File: src/mtlink_pkg.sv
/*
  Shared constants of the multiturn position reader: register offsets,
  field positions, reset values and link timing counts.
  Assumes a 125 MHz system clock and an AXI4-Lite register master.
*/
package mtlink_pkg;

  // ----------------------------------------------------------------
  // Register map (byte addresses)
  // ----------------------------------------------------------------
  localparam logic [7:0] CFG_ADDR = 8'h00;
  localparam logic [7:0] LEN_ADDR = 8'h04;
  localparam logic [7:0] CTRL_ADDR = 8'h08;
  localparam logic [7:0] STAT_ADDR = 8'h0C;
  localparam logic [7:0] COUNT_ADDR = 8'h10;
  localparam logic [7:0] RXCNT_ADDR = 8'h14;
  localparam logic [7:0] PHASE_ADDR = 8'h18;

  // ----------------------------------------------------------------
  // Configuration word fields
  // ----------------------------------------------------------------
  localparam int CFG_FUNC_LSB = 0;     // Output function select, 2 bits
  localparam int CFG_PROTO_BIT = 2;    // 0 = SSI, 1 = BiSS C
  localparam int CFG_RATE_BIT = 3;     // 0 = slow, 1 = fast
  localparam int CFG_POLICY_BIT = 4;   // 0 = every frame loads, 1 = first only
  localparam int CFG_ALIGN_LSB = 5;    // align_bit_count, 2 bits
  localparam int CFG_DIR_BIT = 7;      // count_direction
  localparam int CFG_CLEAR_LSB = 8;    // turn_clear_policy, 2 bits
  localparam int CFG_CALSRC_BIT = 10;  // phase_cal_source
  localparam int CFG_TLEN_LSB = 11;    // turn_counter_len, 5 bits (0..24)
  localparam logic [1:0] FUNC_LINK = 2'h3;
  localparam logic [15:0] CFG_RESET = 16'h0000;

  // Length word fields
  localparam int LEN_RC_LSB = 0;       // turn_count_len, 3 bits
  localparam int LEN_SKIP_LSB = 4;     // skip_bit_count, 4 bits
  localparam int LEN_FB_LSB = 8;       // feedback_bit_count, 2 bits
  localparam logic [9:0] LEN_RESET = 10'h000;

  // Control word bits
  localparam int CTRL_CLR_BIT = 0;     // Clear counter-written flag
  localparam int CTRL_START_BIT = 1;   // Request one frame

  // Status word bits
  localparam int ST_WRITTEN_BIT = 0;
  localparam int ST_MISMATCH_BIT = 1;
  localparam int ST_INVALID_BIT = 2;
  localparam int ST_FAULT_BIT = 3;
  localparam int ST_WARN_BIT = 4;
  localparam int ST_FAULT_LATCH_BIT = 5;
  localparam int ST_BUSY_BIT = 6;

  localparam int CRC_BITS = 6;
  localparam int MAX_ALIGN = 4;
  localparam int MAX_TURN = 24;
  localparam int PHASE_W = 14;         // 16,384 steps per turn

  // ----------------------------------------------------------------
  // Link timing
  // ----------------------------------------------------------------
  localparam int CLK_HZ = 125_000_000;
  localparam int SLOW_HZ = 150_000;
  localparam int FAST_HZ = 1_500_000;
  localparam int TIMEOUT_NS = 20_000;  // Quiet time held after frame
  localparam int SLOW_HALF = CLK_HZ / (2 * SLOW_HZ);
  localparam int FAST_HALF = CLK_HZ / (2 * FAST_HZ);
  localparam int TIMEOUT_CYC = (TIMEOUT_NS * (CLK_HZ / 1_000_000) + 999) / 1000;

endpackage

File: src/multiturn_position_reader.sv
/*
  Multiturn position reader: serial master for an external multiturn
  sensor, revolution counter load and compare, status flags, AXI4-Lite.
  Assumes the sensor data pin is asynchronous and synchronised here.
*/
// The AXI4-Lite interface to the registers and the register addresses are this design's own decisions.
//
// Functional notes
// - Master uses BiSS or SSI frame by select
// - BiSS: ignore CDS, never send CDM
// - BiSS: clock six CRC bits, unchecked
// - Clock held high after last bit
// - Rate bit selects link clock frequency
// - Policy 0 loads always; 1 first only
// - Load sets written flag until clear
// - After first load flag mismatching frames
// - Drop excess received count MSBs
// - Use up to four align bits
// - Clock and discard up to 15 skip bits
// - Feedback 1: fault bit or not ready
// - Feedback 2: also warning bit
// - Calibration source aligns zero to rollover
// - Angle shifted by offset times 360/16384
// - Latched fault held zero until valid frame
// - SSI: data high at first falling edge
// - BiSS: data high first two falling edges
// - Data low in timeout else invalid
// - Fields MSB first in fixed order
// - Clock out on pin A, data in pin B
// - Link enabled only when function is 3
// - Select 0 SSI, 1 BiSS C
// - Count length codes 0..6 by fours
`timescale 1ns/10ps
module multiturn_position_reader #(
  parameter int TIMEOUT_CYCLES = mtlink_pkg::TIMEOUT_CYC
) (
  input wire logic aclk,
  input wire logic aresetn,
  input wire logic [7:0] s_axi_awaddr,
  input wire logic s_axi_awvalid,
  output logic s_axi_awready,
  input wire logic [31:0] s_axi_wdata,
  input wire logic [3:0] s_axi_wstrb,
  input wire logic s_axi_wvalid,
  output logic s_axi_wready,
  output logic [1:0] s_axi_bresp,
  output logic s_axi_bvalid,
  input wire logic s_axi_bready,
  input wire logic [7:0] s_axi_araddr,
  input wire logic s_axi_arvalid,
  output logic s_axi_arready,
  output logic [31:0] s_axi_rdata,
  output logic [1:0] s_axi_rresp,
  output logic s_axi_rvalid,
  input wire logic s_axi_rready,
  input wire logic [13:0] field_angle,
  input wire logic rollover_evt,
  output logic pin_a_out,
  input wire logic pin_b_in,
  output logic [13:0] shifted_angle,
  output logic phase_cal_evt
);

  initial begin
    if (TIMEOUT_CYCLES < 1 || TIMEOUT_CYCLES > 65535) $error("bad TIMEOUT_CYCLES");
    if (mtlink_pkg::SLOW_HALF > 512) $error("link half period exceeds divider");
  end

  typedef enum logic [2:0] {IDLE, LOW_HALF, HIGH_HALF, TIMEOUT} link_state_e;
  // Longest payload: count, align, skip, feedback and CRC
  localparam int SHIFT_W = mtlink_pkg::MAX_TURN + mtlink_pkg::MAX_ALIGN + 15 + 2
                           + mtlink_pkg::CRC_BITS;

  // ----------------------------------------------------------------
  // Registers
  // ----------------------------------------------------------------
  logic [15:0] cfg_ff;
  logic [9:0] len_ff;
  logic [13:0] phase_ff;
  logic [23:0] turn_ff;
  logic [23:0] rx_turn_ff;
  logic loaded_ff, written_ff, mismatch_ff, invalid_ff;
  logic fault_ff, warn_ff, fault_latch_ff, start_ff;
  logic aw_ok_ff, w_ok_ff;
  logic [7:0] awaddr_ff;
  logic [31:0] wdata_ff;
  logic [3:0] wstrb_ff;
  logic sync1_ff, sync2_ff;
  link_state_e state_ff;
  logic [8:0] div_ff;
  logic [15:0] tmo_ff;
  logic [6:0] bit_ff;
  logic [SHIFT_W-1:0] shift_ff;
  logic notready_ff;

  // ----------------------------------------------------------------
  // Decoded configuration
  // ----------------------------------------------------------------
  wire link_on = cfg_ff[mtlink_pkg::CFG_FUNC_LSB +: 2] == mtlink_pkg::FUNC_LINK;
  wire biss = cfg_ff[mtlink_pkg::CFG_PROTO_BIT];
  wire fast = cfg_ff[mtlink_pkg::CFG_RATE_BIT];
  wire policy = cfg_ff[mtlink_pkg::CFG_POLICY_BIT];
  wire [1:0] align_code = cfg_ff[mtlink_pkg::CFG_ALIGN_LSB +: 2];
  wire cal_src = cfg_ff[mtlink_pkg::CFG_CALSRC_BIT];
  wire [4:0] tlen = cfg_ff[mtlink_pkg::CFG_TLEN_LSB +: 5];
  wire [2:0] rc_code = len_ff[mtlink_pkg::LEN_RC_LSB +: 3];
  wire [3:0] skip_n = len_ff[mtlink_pkg::LEN_SKIP_LSB +: 4];
  wire [1:0] fb_n = len_ff[mtlink_pkg::LEN_FB_LSB +: 2];
  wire [4:0] rc_bits = (rc_code > 3'h6) ? 5'h18 : {rc_code, 2'h0};
  // Code 0 selects four align bits, codes 1..3 that many
  wire [2:0] align_n = (align_code == 2'h0) ? 3'h4 : {1'b0, align_code};
  // Payload bits: count, align, skip, feedback, then CRC in BiSS
  wire [6:0] data_bits = 7'(rc_bits) + 7'(align_n) + 7'(skip_n) + 7'(fb_n);
  wire [6:0] total_bits = data_bits + (biss ? 7'(mtlink_pkg::CRC_BITS) : 7'h0);
  // Leading bits: BiSS has ack, start and CDS before data
  wire [6:0] lead_bits = biss ? 7'h3 : 7'h1;
  wire [6:0] frame_bits = lead_bits + total_bits;
  wire [8:0] half_cnt = fast ? 9'(mtlink_pkg::FAST_HALF - 1)
                             : 9'(mtlink_pkg::SLOW_HALF - 1);

  // Field extraction from the shifted frame
  function automatic logic [SHIFT_W-1:0] take_bits(input logic [SHIFT_W-1:0] word,
                                                   input logic [6:0] sh);
    take_bits = word >> sh;
  endfunction
  wire [6:0] tail_bits = total_bits - 7'(rc_bits);
  wire [SHIFT_W-1:0] rx_count_all = take_bits(shift_ff, tail_bits)
                                    & ((SHIFT_W'(1) << rc_bits) - SHIFT_W'(1));
  wire [6:0] fb_shift = biss ? 7'(mtlink_pkg::CRC_BITS) : 7'h0;
  wire [SHIFT_W-1:0] fb_word = take_bits(shift_ff, fb_shift);
  wire fault_n = (fb_n == 2'h2) ? fb_word[1] : fb_word[0];
  wire warn_n = fb_word[0];
  // Keep only what the counter holds
  wire [23:0] tmask = (tlen >= 5'h18) ? 24'hFFFFFF : ((24'h1 << tlen) - 24'h1);
  wire [23:0] rx_count = rx_count_all[23:0] & tmask;

  // ----------------------------------------------------------------
  // Link sampling and sequencer
  // ----------------------------------------------------------------
  always_ff @(posedge aclk) begin
    sync1_ff <= pin_b_in;
    sync2_ff <= sync1_ff;
  end

  wire half_done = div_ff == half_cnt;
  wire fall_edge = state_ff == HIGH_HALF && half_done;
  wire last_rise = state_ff == LOW_HALF && half_done && bit_ff == frame_bits - 7'h01;
  wire lead_phase = bit_ff < lead_bits;
  // Sensor not ready: data low on leading falling edges
  wire lead_bad = (bit_ff < (biss ? 7'h2 : 7'h1)) && !sync2_ff;
  wire frame_end = state_ff == TIMEOUT && tmo_ff == 16'(TIMEOUT_CYCLES - 1);
  // Data must be low through timeout
  wire frame_ok = !notready_ff;

  always_ff @(posedge aclk) begin
    if (!aresetn) begin
      state_ff <= IDLE;
      div_ff <= 9'h000;
      bit_ff <= 7'h00;
      tmo_ff <= 16'h0000;
      shift_ff <= '0;
      notready_ff <= 1'b0;
      pin_a_out <= 1'b1;
    end else begin
      unique case (state_ff)
        IDLE: begin
          pin_a_out <= 1'b1;
          div_ff <= 9'h000;
          bit_ff <= 7'h00;
          notready_ff <= 1'b0;
          if (start_ff && link_on) begin
            state_ff <= HIGH_HALF;
          end
        end
        HIGH_HALF: begin
          div_ff <= half_done ? 9'h000 : div_ff + 9'h001;
          if (half_done) begin
            pin_a_out <= 1'b0;
            state_ff <= LOW_HALF;
            if (lead_bad) begin
              notready_ff <= 1'b1;
            end
          end
        end
        LOW_HALF: begin
          div_ff <= half_done ? 9'h000 : div_ff + 9'h001;
          if (half_done) begin
            pin_a_out <= 1'b1;
            bit_ff <= bit_ff + 7'h01;
            // Sample at rising edge, MSB first; leading bits dropped
            if (!lead_phase) begin
              shift_ff <= {shift_ff[SHIFT_W-2:0], sync2_ff};
            end
            state_ff <= last_rise ? TIMEOUT : HIGH_HALF;
          end
        end
        TIMEOUT: begin
          pin_a_out <= 1'b1;
          tmo_ff <= frame_end ? 16'h0000 : tmo_ff + 16'h0001;
          if (sync2_ff && tmo_ff > 16'h0002) begin
            notready_ff <= 1'b1;
          end
          if (frame_end) begin
            state_ff <= IDLE;
          end
        end
        default: state_ff <= IDLE;
      endcase
    end
  end

  // ----------------------------------------------------------------
  // Counter load, compare and flags
  // ----------------------------------------------------------------
  wire clr_req;
  wire valid_frame = frame_end && frame_ok;
  wire do_load = valid_frame && (!policy || !loaded_ff);
  wire differs = valid_frame && loaded_ff && rx_count != turn_ff;

  always_ff @(posedge aclk) begin
    if (!aresetn) begin
      turn_ff <= 24'h000000;
      rx_turn_ff <= 24'h000000;
      loaded_ff <= 1'b0;
      written_ff <= 1'b0;
      mismatch_ff <= 1'b0;
      invalid_ff <= 1'b0;
      fault_ff <= 1'b0;
      warn_ff <= 1'b0;
      fault_latch_ff <= 1'b0;
      phase_cal_evt <= 1'b0;
    end else begin
      phase_cal_evt <= cal_src && (rollover_evt || do_load);
      if (valid_frame) begin
        rx_turn_ff <= rx_count;
      end
      if (do_load) begin
        turn_ff <= rx_count;
        loaded_ff <= 1'b1;
      end
      // Set beats clear
      written_ff <= do_load || (written_ff && !clr_req);
      if (frame_end) begin
        mismatch_ff <= differs;
        invalid_ff <= !frame_ok;
        fault_ff <= !frame_ok || (fb_n != 2'h0 && !fault_n);
        warn_ff <= fb_n == 2'h2 && !warn_n && frame_ok;
      end
      // Latched fault only after a valid frame was seen
      if (loaded_ff && fault_ff) begin
        fault_latch_ff <= 1'b1;
      end else if (clr_req) begin
        fault_latch_ff <= 1'b0;
      end
    end
  end

  // Zero angle shifted by offset steps of 360/16384
  always_ff @(posedge aclk) begin
    if (!aresetn) begin
      shifted_angle <= 14'h0000;
    end else begin
      shifted_angle <= field_angle + phase_ff;
    end
  end

  // ----------------------------------------------------------------
  // AXI4-Lite slave
  // ----------------------------------------------------------------
  wire wr_go = aw_ok_ff && w_ok_ff && !s_axi_bvalid;
  wire hit_cfg = awaddr_ff == mtlink_pkg::CFG_ADDR;
  wire hit_len = awaddr_ff == mtlink_pkg::LEN_ADDR;
  wire hit_ctrl = awaddr_ff == mtlink_pkg::CTRL_ADDR;
  wire hit_phase = awaddr_ff == mtlink_pkg::PHASE_ADDR;
  wire wr_known = hit_cfg || hit_len || hit_ctrl || hit_phase;
  assign clr_req = wr_go && hit_ctrl && wstrb_ff[0] && wdata_ff[mtlink_pkg::CTRL_CLR_BIT];
  wire start_req = wr_go && hit_ctrl && wstrb_ff[0] && wdata_ff[mtlink_pkg::CTRL_START_BIT];

  function automatic logic [31:0] merge(input logic [31:0] old, input logic [31:0] nw,
                                        input logic [3:0] be);
    for (int i = 0; i < 4; i++) begin
      old[8*i +: 8] = be[i] ? nw[8*i +: 8] : old[8*i +: 8];
    end
    merge = old;
  endfunction

  wire [31:0] stat_word = {25'h0, state_ff != IDLE, fault_latch_ff, warn_ff, fault_ff,
                           invalid_ff, mismatch_ff, written_ff};
  logic [31:0] rd_word;
  logic rd_known;
  always_comb begin
    rd_known = 1'b1;
    unique case (s_axi_araddr)
      mtlink_pkg::CFG_ADDR: rd_word = {16'h0, cfg_ff};
      mtlink_pkg::LEN_ADDR: rd_word = {22'h0, len_ff};
      mtlink_pkg::CTRL_ADDR: rd_word = 32'h0;
      mtlink_pkg::STAT_ADDR: rd_word = stat_word;
      mtlink_pkg::COUNT_ADDR: rd_word = {8'h0, turn_ff};
      mtlink_pkg::RXCNT_ADDR: rd_word = {8'h0, rx_turn_ff};
      mtlink_pkg::PHASE_ADDR: rd_word = {18'h0, phase_ff};
      default: begin
        rd_word = 32'h0;
        rd_known = 1'b0;
      end
    endcase
  end

  always_ff @(posedge aclk) begin
    if (!aresetn) begin
      aw_ok_ff <= 1'b0;
      w_ok_ff <= 1'b0;
      awaddr_ff <= 8'h00;
      wdata_ff <= 32'h0;
      wstrb_ff <= 4'h0;
      s_axi_awready <= 1'b0;
      s_axi_wready <= 1'b0;
      s_axi_bvalid <= 1'b0;
      s_axi_bresp <= 2'h0;
      cfg_ff <= mtlink_pkg::CFG_RESET;
      len_ff <= mtlink_pkg::LEN_RESET;
      phase_ff <= 14'h0000;
      start_ff <= 1'b0;
    end else begin
      s_axi_awready <= !aw_ok_ff && !s_axi_awready && s_axi_awvalid;
      s_axi_wready <= !w_ok_ff && !s_axi_wready && s_axi_wvalid;
      if (s_axi_awvalid && s_axi_awready) begin
        aw_ok_ff <= 1'b1;
        awaddr_ff <= {s_axi_awaddr[7:2], 2'h0};
      end
      if (s_axi_wvalid && s_axi_wready) begin
        w_ok_ff <= 1'b1;
        wdata_ff <= s_axi_wdata;
        wstrb_ff <= s_axi_wstrb;
      end
      // Start only counts while the link is on; none is kept pending
      start_ff <= start_req && link_on;
      if (wr_go) begin
        aw_ok_ff <= 1'b0;
        w_ok_ff <= 1'b0;
        s_axi_bvalid <= 1'b1;
        s_axi_bresp <= wr_known ? 2'h0 : 2'h3;
        if (hit_cfg) cfg_ff <= 16'(merge({16'h0, cfg_ff}, wdata_ff, wstrb_ff));
        if (hit_len) len_ff <= 10'(merge({22'h0, len_ff}, wdata_ff, wstrb_ff));
        if (hit_phase) phase_ff <= 14'(merge({18'h0, phase_ff}, wdata_ff, wstrb_ff));
      end else if (s_axi_bvalid && s_axi_bready) begin
        s_axi_bvalid <= 1'b0;
      end
    end
  end

  // Read channel: address taken, data one cycle later
  always_ff @(posedge aclk) begin
    if (!aresetn) begin
      s_axi_arready <= 1'b0;
      s_axi_rvalid <= 1'b0;
      s_axi_rdata <= 32'h0;
      s_axi_rresp <= 2'h0;
    end else begin
      s_axi_arready <= !s_axi_arready && !s_axi_rvalid && s_axi_arvalid;
      if (s_axi_arvalid && s_axi_arready) begin
        s_axi_rvalid <= 1'b1;
        s_axi_rdata <= rd_word;
        s_axi_rresp <= rd_known ? 2'h0 : 2'h3;
      end else if (s_axi_rvalid && s_axi_rready) begin
        s_axi_rvalid <= 1'b0;
      end
    end
  end

endmodule // multiturn_position_reader

File: config.mk
export PLATFORM = sky130hd
export DESIGN_NAME = multiturn_position_reader
export DESIGN_NICKNAME = d
export VERILOG_FILES = /design/src/mtlink_pkg.sv /design/src/multiturn_position_reader.sv
export SDC_FILE = /design/constraint.sdc
export NUM_CORES = 1
export LEC_CHECK = 0
export ABC_AREA = 1
export BUFFER_PORTS_ARGS = -buffer_cell sky130_fd_sc_hd__buf_4
export CAP_MARGIN = 40
export CORE_UTILIZATION = 55
export CTS_BUF_LIST = sky130_fd_sc_hd__clkbuf_2 sky130_fd_sc_hd__clkbuf_4 sky130_fd_sc_hd__clkbuf_8
export DETAILED_ROUTE_END_ITERATION = 12
export PLACE_DENSITY = 0.78
export SETUP_SLACK_MARGIN = 0.15
export SLEW_MARGIN = 20
export SYNTH_ARGS = -nofsm -noshare
export SYNTH_HDL_FRONTEND = slang
export SYNTH_SLANG_ARGS = --single-unit
File: constraint.sdc
create_clock -name aclk -period 13.4 [get_ports aclk]
set_input_delay 2.68 -clock aclk [delete_from_list [all_inputs] [get_ports aclk]]
set_output_delay 2.68 -clock aclk [all_outputs]
set_load 0.05 [all_outputs]
==> key figures, run 1 <==
Critical path
  • Setup crit start: len_ff[1]
  • CP arrival: between 6 and 7 ns
  • Classification of the worst setup path: flop to flop
  • Reg2Reg Launch Point: len_ff[1]
  • Worst EP required: around 14 ns
  • Startpoint Class: flop
  • CP endpoint kind: flop
  • Worst Path Max Fanout: 27

Job
  • Total of max-cap violations: 0

Placed design
  • Port bufs: 103
  • Routability congestion estimate: between 0.9 and 1
  • Detailed Place HPWL: around 34000 µm

CTS
  • Total CTS buffers: 45
  • # H-tree levels: 2
  • Post-CTS setup buffers: 0
  • CTS max path bufs: 3
  • CTS tree: done
  • Clk slew on worst S/H paths: 0.06 ns
  • Post-cts sizing count: 0
  • CTS Hold Bufs: 0
  • Sink Count: between 200 and 300
  • Clk root buf: clkbuf_8
  • Skew-Pair Late Insertion Delay: 0.60 ns

Worst hold path
  • Hold/Removal Path Class: flop to flop
  • Hold_sp: sync1_ff

Logic synthesis
  • Post-synth EDFFs: 0
  • Cell count after synthesis: between 2000 and 2500
  • YS warnings: 0
  • Yosys top cell area share: between 30% and 40%
  • Top cells by area, synth: dfxtp_1 33%, nand2_1 13%, nand3_1 12%, nor2_1 6.0%, a21oi_1 5.7%
  • Synth Register Bits: 257
  • Register area share after synthesis: roughly 33%
  • Synthesized area: 15520 µm²
  • Synth Flop Type: dfxtp_1
  • Syn_area_per_cell: between 6 and 7 µm²
  • Cell taking the most area after synthesis: dfxtp_1
  • Library cells used by synthesis: 55
  • Post-synth ARST share: 0%

Cells and area
  • Fill cell count: 2665
  • Commonest non-fill, non-tap cell in the layout: nand2_1
  • Share of layout cells above drive strength 1: between 10% and 20%
  • Antenna diode count: 0
  • Fin nets: around 2600
  • Most frequent cells in the layout: 525 x nand2_1, 363 x nand3_1, 257 x dfxtp_1, 247 x nor2_1, 215 x inv_1
  • Area delta synth->final: 12.06%

Run status
  • Status: finished clean

Detailed routing
  • Wire per inst: ~16 µm
  • TritonRoute pass-1 iters: 5
  • Drt total wl: 46410 µm
  • DR iter-0 viols: 1416
  • Final ANT Viol Nets: 0
  • Drt drc: 0
  • Vias per std cell: about 5.7
  • Via Count: 16320

STA
  • Final setup viols: 0
  • Rel. slew slack: 44.10%
  • RSZ-0062 raised after global routing: false
  • Fmax: approximately 170 MHz
  • Setup TNS: 0 ns
  • Minimum clock period: ~6.0 ns
  • Final Hold Vio Count: 0
  • Clk_skew: 0.02518 ns
  • Slew of the pin with the lowest slew margin: ~0.84 ns
  • WHS: between 0.3 and 0.4 ns
  • Final Max Tran Viols: 0
  • Tcrit/Tclk final: 45.14%

Global route
  • Initial antenna violation count: 0
  • Vias in the first global route: 14760
  • Total GRT Usage: roughly a third
  • Largest net degree at the start of global routing: 77
  • First-pass GRT wire length: roughly 74000 µm
  • Overflow after GRT: 0

Floorplan
  • Die H: 170.0 µm
  • Core area: roughly 28000 µm²
  • Site Rows: 61
  • Starting Density: about 56%
  • Die area: 28900 µm²
  • Io pins: 132
  • Die W: about 170 µm

Power
  • LEAKAGE: 7.454 nW
  • Pwr/cell area: roughly 96 nW/µm²
  • Power Total: 1.667 mW
  • Worst VDD drop: 0.1094 mV
path summary, 6_finish.rpt:
check,slack [ns],cells after the start,to
worst max-delay path,7.35,27,mismatch_ff
worst min-delay path,0.33,0,sync2_ff
worst min register to register,0.33,0,sync2_ff
worst max register to register,7.35,27,mismatch_ff
per-layer routing:
layer  part of all wire, %  GRT usage (%)
met2                    46          52.49
met1                    44          42.13
met4                   3.2          12.10
met5                     0              0
met3                   6.2          4.140
report_power, final:
part / switching (mW) / internal (mW)
registers: 0.00901 / 0.775
clock network: 0.344 / 0.430
logic: 0.0734 / 0.0350
cell usage after synthesis, types with 3 or more instances:
cell,n
nand2_1,525
nand3_1,363
dfxtp_1,257
nor2_1,248
inv_1,215
a21oi_1,177
o21ai_0,170
clkbuf_1,66
nand4_1,44
o22ai_1,42
ha_1,36
nor3_1,33
buf_2,26
buf_4,23
xor2_1,17
inv_2,12
nor2_2,12
o221ai_1,12
a211oi_1,9
buf_1,9
fa_1,8
nand2_2,8
nand3_2,8
nor3b_1,8
xnor2_1,8
nor4_1,7
o21ai_1,6
nand3b_1,5
a31oi_1,4
nor2_4,4
o21a_1,4
buf_6,3
nor3_2,3
o21bai_1,3
critical path: stages (launching register included):
cell     delay (ns)
dfxtp_1        0.42
nand2_1        0.10
inv_1          0.10
nor2_1         0.23
inv_1          0.09
fa_1           0.48
inv_1          0.05
fa_1           0.50
ha_1           0.16
inv_1          0.05
fa_1           0.51
inv_1          0.11
fa_1           0.54
buf_4          0.30
inv_1          0.17
buf_8          0.21
nand3_1        0.09
nand2_1        0.10
o21ai_0        0.58
nand3_1        0.23
nand2_1        0.11
nand2_1        0.05
nor2_1         0.09
nand2_1        0.07
nor2_1         0.25
nand3_1        0.18
nand2_1        0.10
nand2_1        0.05
per-stage QoR:
stage | area, µm² | setup WS (ns) | utilization, % | instances
after detailed placement | 16370 | 7.160 | 58.91 | 2776
after floorplan | 15550 | 8.772 | - | 2407
after global placement | 16290 | 7.278 | 58.63 | 2772
after global routing | 17400 | 7.031 | 62.62 | 2858
after CTS | 17330 | 7.146 | 62.37 | 2854
final | 17400 | 7.351 | 62.62 | 2858
logic make-up (layout without fill, tap and decap cells):
| logic type | count (synthesis) | in the layout | share of synthesized area [%] |
|---|---|---|---|
| DFF | 257 | 257 | 33.14 |
| adders and majority gates | 44 | 44 | 3.933 |
| and+or+nand+nor | 1276 | 1276 | 36.42 |
| AOI/OAI and AO/OA | 441 | 441 | 15.47 |
| buffers and inverters | 355 | 428 | 9.494 |
| other | 1 | 8 | 0.02415 |
| xor gates and xnor gates | 26 | 26 | 1.515 |
area by class of cell:
| class | instances | area, µm² | share of cell area, % |
|---|---|---|---|
| sequential | 257 | 5145 | 29.57 |
| clock inverter | 10 | 106.4 | 0.6113 |
| clock buffer | 68 | 854.6 | 4.912 |
| timing repair buffer | 122 | 1003 | 5.768 |
| tap | 378 | 473.0 | 2.719 |
| inverter | 228 | 855.8 | 4.919 |
| multi-input combinational | 1795 | 8959 | 51.50 |
state kept, by name, indices dropped and copies added, names as in the netlist, 2 cells and up:
register,flops
bit_ff,7
tmo_ff,16
s_axi_rdata,24
turn_ff,24
awaddr_ff,6
wdata_ff,16
shift_ff,51
rx_turn_ff,24
phase_ff,14
wstrb_ff,2
cfg_ff,16
state_ff,2
shifted_angle,14
div_ff,9
len_ff,10
Note: power is estimated with default switching activity, not from simulation.
==> run 2: changes to the inputs <==
- clock period: 13.4 -> 6.1 ns (I/O delays scaled with it)
==> run 2 against run 1 <==
Against the previous run:
- via count about the same
- combinational power up 120%
- die area did not move
- setup slack worse by 6.8 ns
- hold slack about the same
- global-route usage decreased by 0.49 points
- maximum frequency increased by 8.5%
- clock skew grew 0.018 ns
- clock power is 110% higher
- register-to-register slack lost 6.8 ns
- sequential share of layout area about the same
- highest routed layer unchanged
==> key figures, run 2 (synthesis gave the netlist of run 1 again) <==
STA
  • Final Hold Vio Count: 0 (unchanged)
  • Rel. slew slack: 41.45% (-2.7 points)
  • Final setup viols: 0 (unchanged)
  • Tcrit/Tclk final: 91.41% (+46 points)
  • Setup TNS: 0 ns (unchanged)
  • Final Max Tran Viols: 0 (unchanged)
  • Clk_skew: 0.04306 ns (+0.01787 ns)
  • Fmax: 179.3 MHz (+8.5%)
  • RSZ-0062 raised after global routing: false
  • Minimum clock period: 5.576 ns (-0.4725 ns)
  • Slew of the pin with the lowest slew margin: 0.8773 ns (+0.03982 ns)

CTS
  • Total CTS buffers: 44 (-2.2%)
  • Clk root buf: clkbuf_8
  • CTS tree: done
  • Sink Count: 257 (unchanged)
  • # H-tree levels: 2 (unchanged)
  • CTS max path bufs: 3 (unchanged)
  • Skew-Pair Late Insertion Delay: 0.60 ns (about the same)
  • Clk slew on worst S/H paths: 0.06 ns (about the same)
  • CTS Hold Bufs: 0 (unchanged)

Power
  • Pwr/cell area: 206.6 nW/µm² (+120%)
  • Power Total: 3.590 mW (+120%)
  • Logic pwr share: 6.5% (about the same)
  • Sw frac: 25.23% (-0.35 points)
  • Internal power: 2.684 mW (+120%)
  • LEAKAGE: 7.439 nW (-0.20%)
  • Worst VDD drop: 0.1820 mV (+66%)
  • Reg power frac: 48.0% (+0.9 points)
  • Clock share of power: 45.5% (-0.9 points)
  • P_sw: 0.9056 mW (+110%)

Cells and area
  • Storage element area: 5145 µm² (unchanged)
  • Fill cell count: 2643 (-0.83%)
  • Largest register FFs: 51 (unchanged)
  • Antenna diode count: 0 (unchanged)
  • Multi-input gate area: 8997 µm² (+0.43%)
  • Fin nets: 2573 (+0.19%)
  • Area delta synth->final: 11.92%
  • Commonest non-fill, non-tap cell in the layout: nand2_1
  • Top reg by flops: shift_ff
  • Most frequent cells in the layout: 522 x nand2_1, 363 x nand3_1, 257 x dfxtp_1, 245 x nor2_1, 215 x inv_1
  • Share of layout cells above drive strength 1: 10.75% (+0.31 points)
  • Final Util: 62.54% (-0.077 points)
  • Design area: 17380 µm² (-0.12%)

Critical path
  • CP endpoint kind: flop
  • Startpoint Class: flop
  • Worst EP required: 6.59 ns (-7.31 ns)
  • CP arrival: 6.07 ns (-0.47 ns)
  • Classification of the worst setup path: flop to flop
  • Worst Path Max Fanout: 10 (-63%)

Detailed routing
  • Vias per std cell: 5.698 (-0.20%)
  • DR iter-0 viols: 1651 (+17%)
  • Drt total wl: 45720 µm (-1.5%)
  • Drt drc: 0 (unchanged)
  • Wire per inst: 15.98 µm (-1.6%)
  • Final ANT Viol Nets: 0 (unchanged)
  • TritonRoute pass-1 iters: 6 (+1)
  • Via Count: 16300 (-0.098%)

Placed design
  • DP Area: 16390 µm² (+0.12%)
  • Port bufs: 103 (unchanged)
  • Detailed Place HPWL: 34190 µm (about the same)
  • Routability congestion estimate: 0.9864 (+4.1%)

Job
  • Total of max-cap violations: 0 (unchanged)

Floorplan
  • Site Rows: 61 (unchanged)
  • Die W: 170.0 µm (unchanged)
  • Starting Density: 55.88% (unchanged)
  • Die area: 28900 µm² (unchanged)
  • Die H: 170.0 µm (unchanged)
  • Io pins: 132 (unchanged)
  • Core area: 27780 µm² (unchanged)

Global route
  • Initial antenna violation count: 0 (unchanged)
  • Total GRT Usage: 31.31% (-0.49 points)
  • First-pass GRT wire length: 73260 µm (-1.2%)
  • Overflow after GRT: 0 (unchanged)
  • Vias in the first global route: 14760 (-0.0068%)
  • Largest net degree at the start of global routing: 74 (-3.9%)

Worst hold path
  • Hold/Removal Path Class: flop to flop

Run status
  • Status: finished clean
[run 2: per-layer routing]
metal  vias to the layer above  GRT usage (%)  routed length [µm]
met2                       572          51.69               20930
met4                         0          12.53                1699
li1                       8121              -                   -
met5                         -         0.5217                   0
met3                       117          4.977                2917
met1                      7492          40.67               20180
[run 2: what timing repair did]
action | 4_1_cts | 5_1_grt
buffers inserted | 0 | 2
resized for setup | 0 | 10
setup endpoints to repair | 0 | 1
[run 2: area by class of cell]
class | instances | area share [%]
clock buffers | 68 | 4.990
clock inverters | 7 | 0.3168
inverters | 228 | 4.933
multi-input cells | 1795 | 51.78
flip-flops and latches | 257 | 29.61
well taps | 378 | 2.722
repair buffers | 128 | 5.646
[run 2: stage by stage]
stage / instances / worst slack (ns) / hold WS [ns]
6_report: 2861 / 0.5237 / 0.3264
5_1_grt: 2861 / 0.1503 / 0.3336
4_1_cts: 2859 / 0.3888 / 0.3312
3_5_place_dp: 2784 / 0.3934 / 0.3178
3_3_place_gp: 2783 / 0.5064 / 0.3135
2_1_floorplan: 2407 / 1.472 / 0.3096
[run 2: power by group through the flow]
stage               Sequential, mW  Combinational [mW]  Clock (mW)
finish                        1.72               0.233        1.63
global route                  1.72               0.255        1.73
CTS                           1.72               0.231        1.65
detailed placement            1.76               0.230           0
global placement              1.76               0.226           0
floorplan                     1.79               0.120           0
[run 2: final timing paths]
check | start | endpoint | slack, ns | cells past startpoint
min reg2reg | sync1_ff | sync2_ff | 0.33 | 0
max reg2reg | len_ff[2] | mismatch_ff | 0.52 | 26
max | len_ff[2] | mismatch_ff | 0.52 | 26
min | sync1_ff | sync2_ff | 0.33 | 0
[run 2: critical path, cell delays in order, from the launching register on]
cell     delay, ns
dfxtp_1       0.37
nand2_1       0.09
inv_1         0.08
nor2_1        0.18
inv_1         0.08
fa_1          0.49
inv_1         0.05
fa_1          0.51
ha_1          0.16
inv_1         0.06
fa_1          0.40
or2_2         0.31
nand2_1       0.11
inv_1         0.08
ha_1          0.41
xor2_4        0.24
buf_4         0.19
o21ai_0       0.60
nand3_1       0.24
nand2_1       0.11
nand2_1       0.05
nor2_1        0.12
nand2_1       0.08
nor2_2        0.17
nand3_1       0.15
nand2_1       0.09
nand2_1       0.05
==> run 3: changes to the inputs <==
- GPL_TIMING_DRIVEN: unset -> 0
==> run 3 against run 2 <==
Against the previous run:
- setup slack worse by 0.21 ns
- clock power increased by 5%
- critical endpoint unchanged
- global-route usage up 7.3 points
- critical path type unchanged
- clock skew increased by 0.0054 ns
- largest cell class unchanged
- maximum frequency shrank 3.7%
- largest power group unchanged
==> key figures, run 3 (synthesis gave the netlist of run 1 again) <==
Global route
  • Initial antenna violation count: 0 (unchanged)
  • Total GRT Usage: 38.64% (+7.3 points)
  • Largest net degree at the start of global routing: 14 (-81%)
  • Vias in the first global route: 16280 (+10%)
  • First-pass GRT wire length: 86940 µm (+19%)
  • Overflow after GRT: 0 (unchanged)

Power
  • Pwr/cell area: 207.4 nW/µm² (+0.39%)
  • LEAKAGE: 7.685 nW (+3.3%)
  • Worst VDD drop: 0.2245 mV (+23%)
  • Power Total: 3.696 mW (+3.0%)

Critical path
  • Classification of the worst setup path: flop to flop
  • Reg2Reg Depth: 28 (+7.7%)
  • CP endpoint kind: flop
  • Reg2reg end: mismatch_ff
  • R2r setup slk: 0.31 ns (-0.21 ns)
  • Worst EP required: 6.58 ns (about the same)
  • Critical path's most frequent cell: nand2_1
  • Worst stage delay on the critical path: 0.52 ns (-0.08 ns)
  • CP arrival: 6.27 ns (+0.20 ns)
  • Reg2Reg Launch Point: len_ff[2]
  • CP max-delay cell: fa_1
  • Startpoint Class: flop
  • Worst Path Max Fanout: 10 (unchanged)

Cells and area
  • Most frequent cells in the layout: 524 x nand2_1, 363 x nand3_1, 255 x dfxtp_1, 245 x nor2_1, 215 x inv_1
  • Share of layout cells above drive strength 1: 11.54% (+0.79 points)
  • Antenna diode count: 0 (unchanged)
  • Area delta synth->final: 14.78%
  • Fill cell count: 2663 (+0.76%)
  • Top reg by flops: shift_ff
  • Commonest non-fill, non-tap cell in the layout: nand2_1
  • Fin nets: 2678 (+4.1%)
  • Final Non-Filler Cells: 2969 (+3.8%)
  • Largest register FFs: 51 (unchanged)

CTS
  • CTS tree: done
  • Clk root buf: clkbuf_8
  • Sink Count: 257 (unchanged)
  • CTS Hold Bufs: 0 (unchanged)
  • Skew-Pair Late Insertion Delay: 0.61 ns (about the same)
  • # H-tree levels: 2 (unchanged)
  • CTS max path bufs: 3 (unchanged)
  • Clk slew on worst S/H paths: 0.06 ns (about the same)
  • Total CTS buffers: 46 (+4.5%)

Placed design
  • Routability congestion estimate: 1.055 (+7.0%)
  • Port bufs: 102 (-0.97%)
  • Placed cell count: 2889 (+3.8%)
  • Detailed Place HPWL: 44110 µm (+29%)

STA
  • Rel. slew slack: 41.59% (+0.14 points)
  • Final setup viols: 0 (unchanged)
  • RSZ-0062 raised after global routing: false
  • Minimum clock period: 5.788 ns (+0.2122 ns)
  • Setup TNS: 0 ns (unchanged)
  • Slew of the pin with the lowest slew margin: 0.8762 ns (-0.001137 ns)
  • Final Max Tran Viols: 0 (unchanged)
  • Final Hold Vio Count: 0 (unchanged)
  • Tcrit/Tclk final: 94.89% (+3.5 points)
  • Clk_skew: 0.04843 ns (+0.005373 ns)
  • Fmax: 172.8 MHz (-3.7%)

Worst hold path
  • Hold/Removal Path Class: flop to flop
  • Hold path depth: 0 (unchanged)
  • Hold_sp: sync1_ff
  • End of the worst hold path: sync2_ff

Floorplan
  • Core area: 27780 µm² (unchanged)
  • Die W: 170.0 µm (unchanged)
  • Die H: 170.0 µm (unchanged)
  • Starting Density: 55.88% (unchanged)
  • Die area: 28900 µm² (unchanged)
  • Io pins: 132 (unchanged)
  • Site Rows: 61 (unchanged)

Detailed routing
  • Final ANT Viol Nets: 0 (unchanged)
  • Drt total wl: 56390 µm (+23%)
  • Drt drc: 0 (unchanged)
  • TritonRoute pass-1 iters: 6 (unchanged)
  • Wire per inst: 18.99 µm (+19%)
  • Vias per std cell: 5.945 (+4.3%)
  • DR iter-0 viols: 1969 (+19%)
  • Via Count: 17650 (+8.3%)

Run status
  • Status: finished clean

Job
  • Total of max-cap violations: 0 (unchanged)
-- run 3: cell type report --
cell class              count  area (µm²)  area share [%]
repair buffers            104       788.3           4.424
multi-input cells        1795        8960           50.28
well taps                 378       473.0           2.654
flip-flops and latches    257        5147           28.89
clock buffers              72       909.6           5.105
clock inverters             8       62.56          0.3511
inverters                 228       855.8           4.803
plain buffers             127       623.1           3.497
-- run 3: per-layer routing --
metal | share of wire, % | wire [µm] | track usage (%)
met1 | 41 | 23390 | 51.99
met4 | 4.0 | 2267 | 14.88
met2 | 44 | 25050 | 61.96
met3 | 10 | 5684 | 6.116
met5 | 0 | 0 | 0
-- run 3: worst max path at each step --
stage	from	endpoint	slack, ns	depth (start not counted)
floorplan	cfg_ff[2]	mismatch_ff	1.47	27
global placement	len_ff[2]	mismatch_ff	0.26	28
detailed placement	len_ff[2]	mismatch_ff	0.21	28
CTS	len_ff[2]	mismatch_ff	0.18	28
global route	len_ff[2]	mismatch_ff	0.11	28
finish	len_ff[2]	mismatch_ff	0.31	28
-- run 3: timing repair --
| item | in CTS | in global routing |
|---|---|---|
| gates resized for setup | 0 | 13 |
| endpoints found under the setup margin | 0 | 1 |
| setup buffers | 0 | 0 |
-- run 3: worst max-delay path: cells and delay by family, from the launching register on --
kind | cells | cell delay (ns)
and+or+nand+nor | 12 | 1.47
DFF | 1 | 0.40
AOI/OAI and AO/OA | 2 | 0.42
buffers and inverters | 9 | 1.18
adders and majority gates | 5 | 2.19
-- run 3: through the flow --
step | hold WS, ns | setup slack, ns | instance area [µm²] | util, %
after floorplan | 0.3096 | 1.472 | 15550 | -
after global placement | 0.3122 | 0.2614 | 16790 | 60.44
after detailed placement | 0.3303 | 0.2106 | 16810 | 60.52
after CTS | 0.3432 | 0.1815 | 17780 | 64.02
after global routing | 0.3501 | 0.1090 | 17820 | 64.14
final | 0.3397 | 0.3115 | 17820 | 64.14
-- run 3: report_power, final --
part	switching, mW	internal, mW	total, mW
Clock	0.764	0.951	1.71
Combinational	0.176	0.0821	0.258
Sequential	0.0195	1.70	1.72
Total	0.960	2.74	3.70
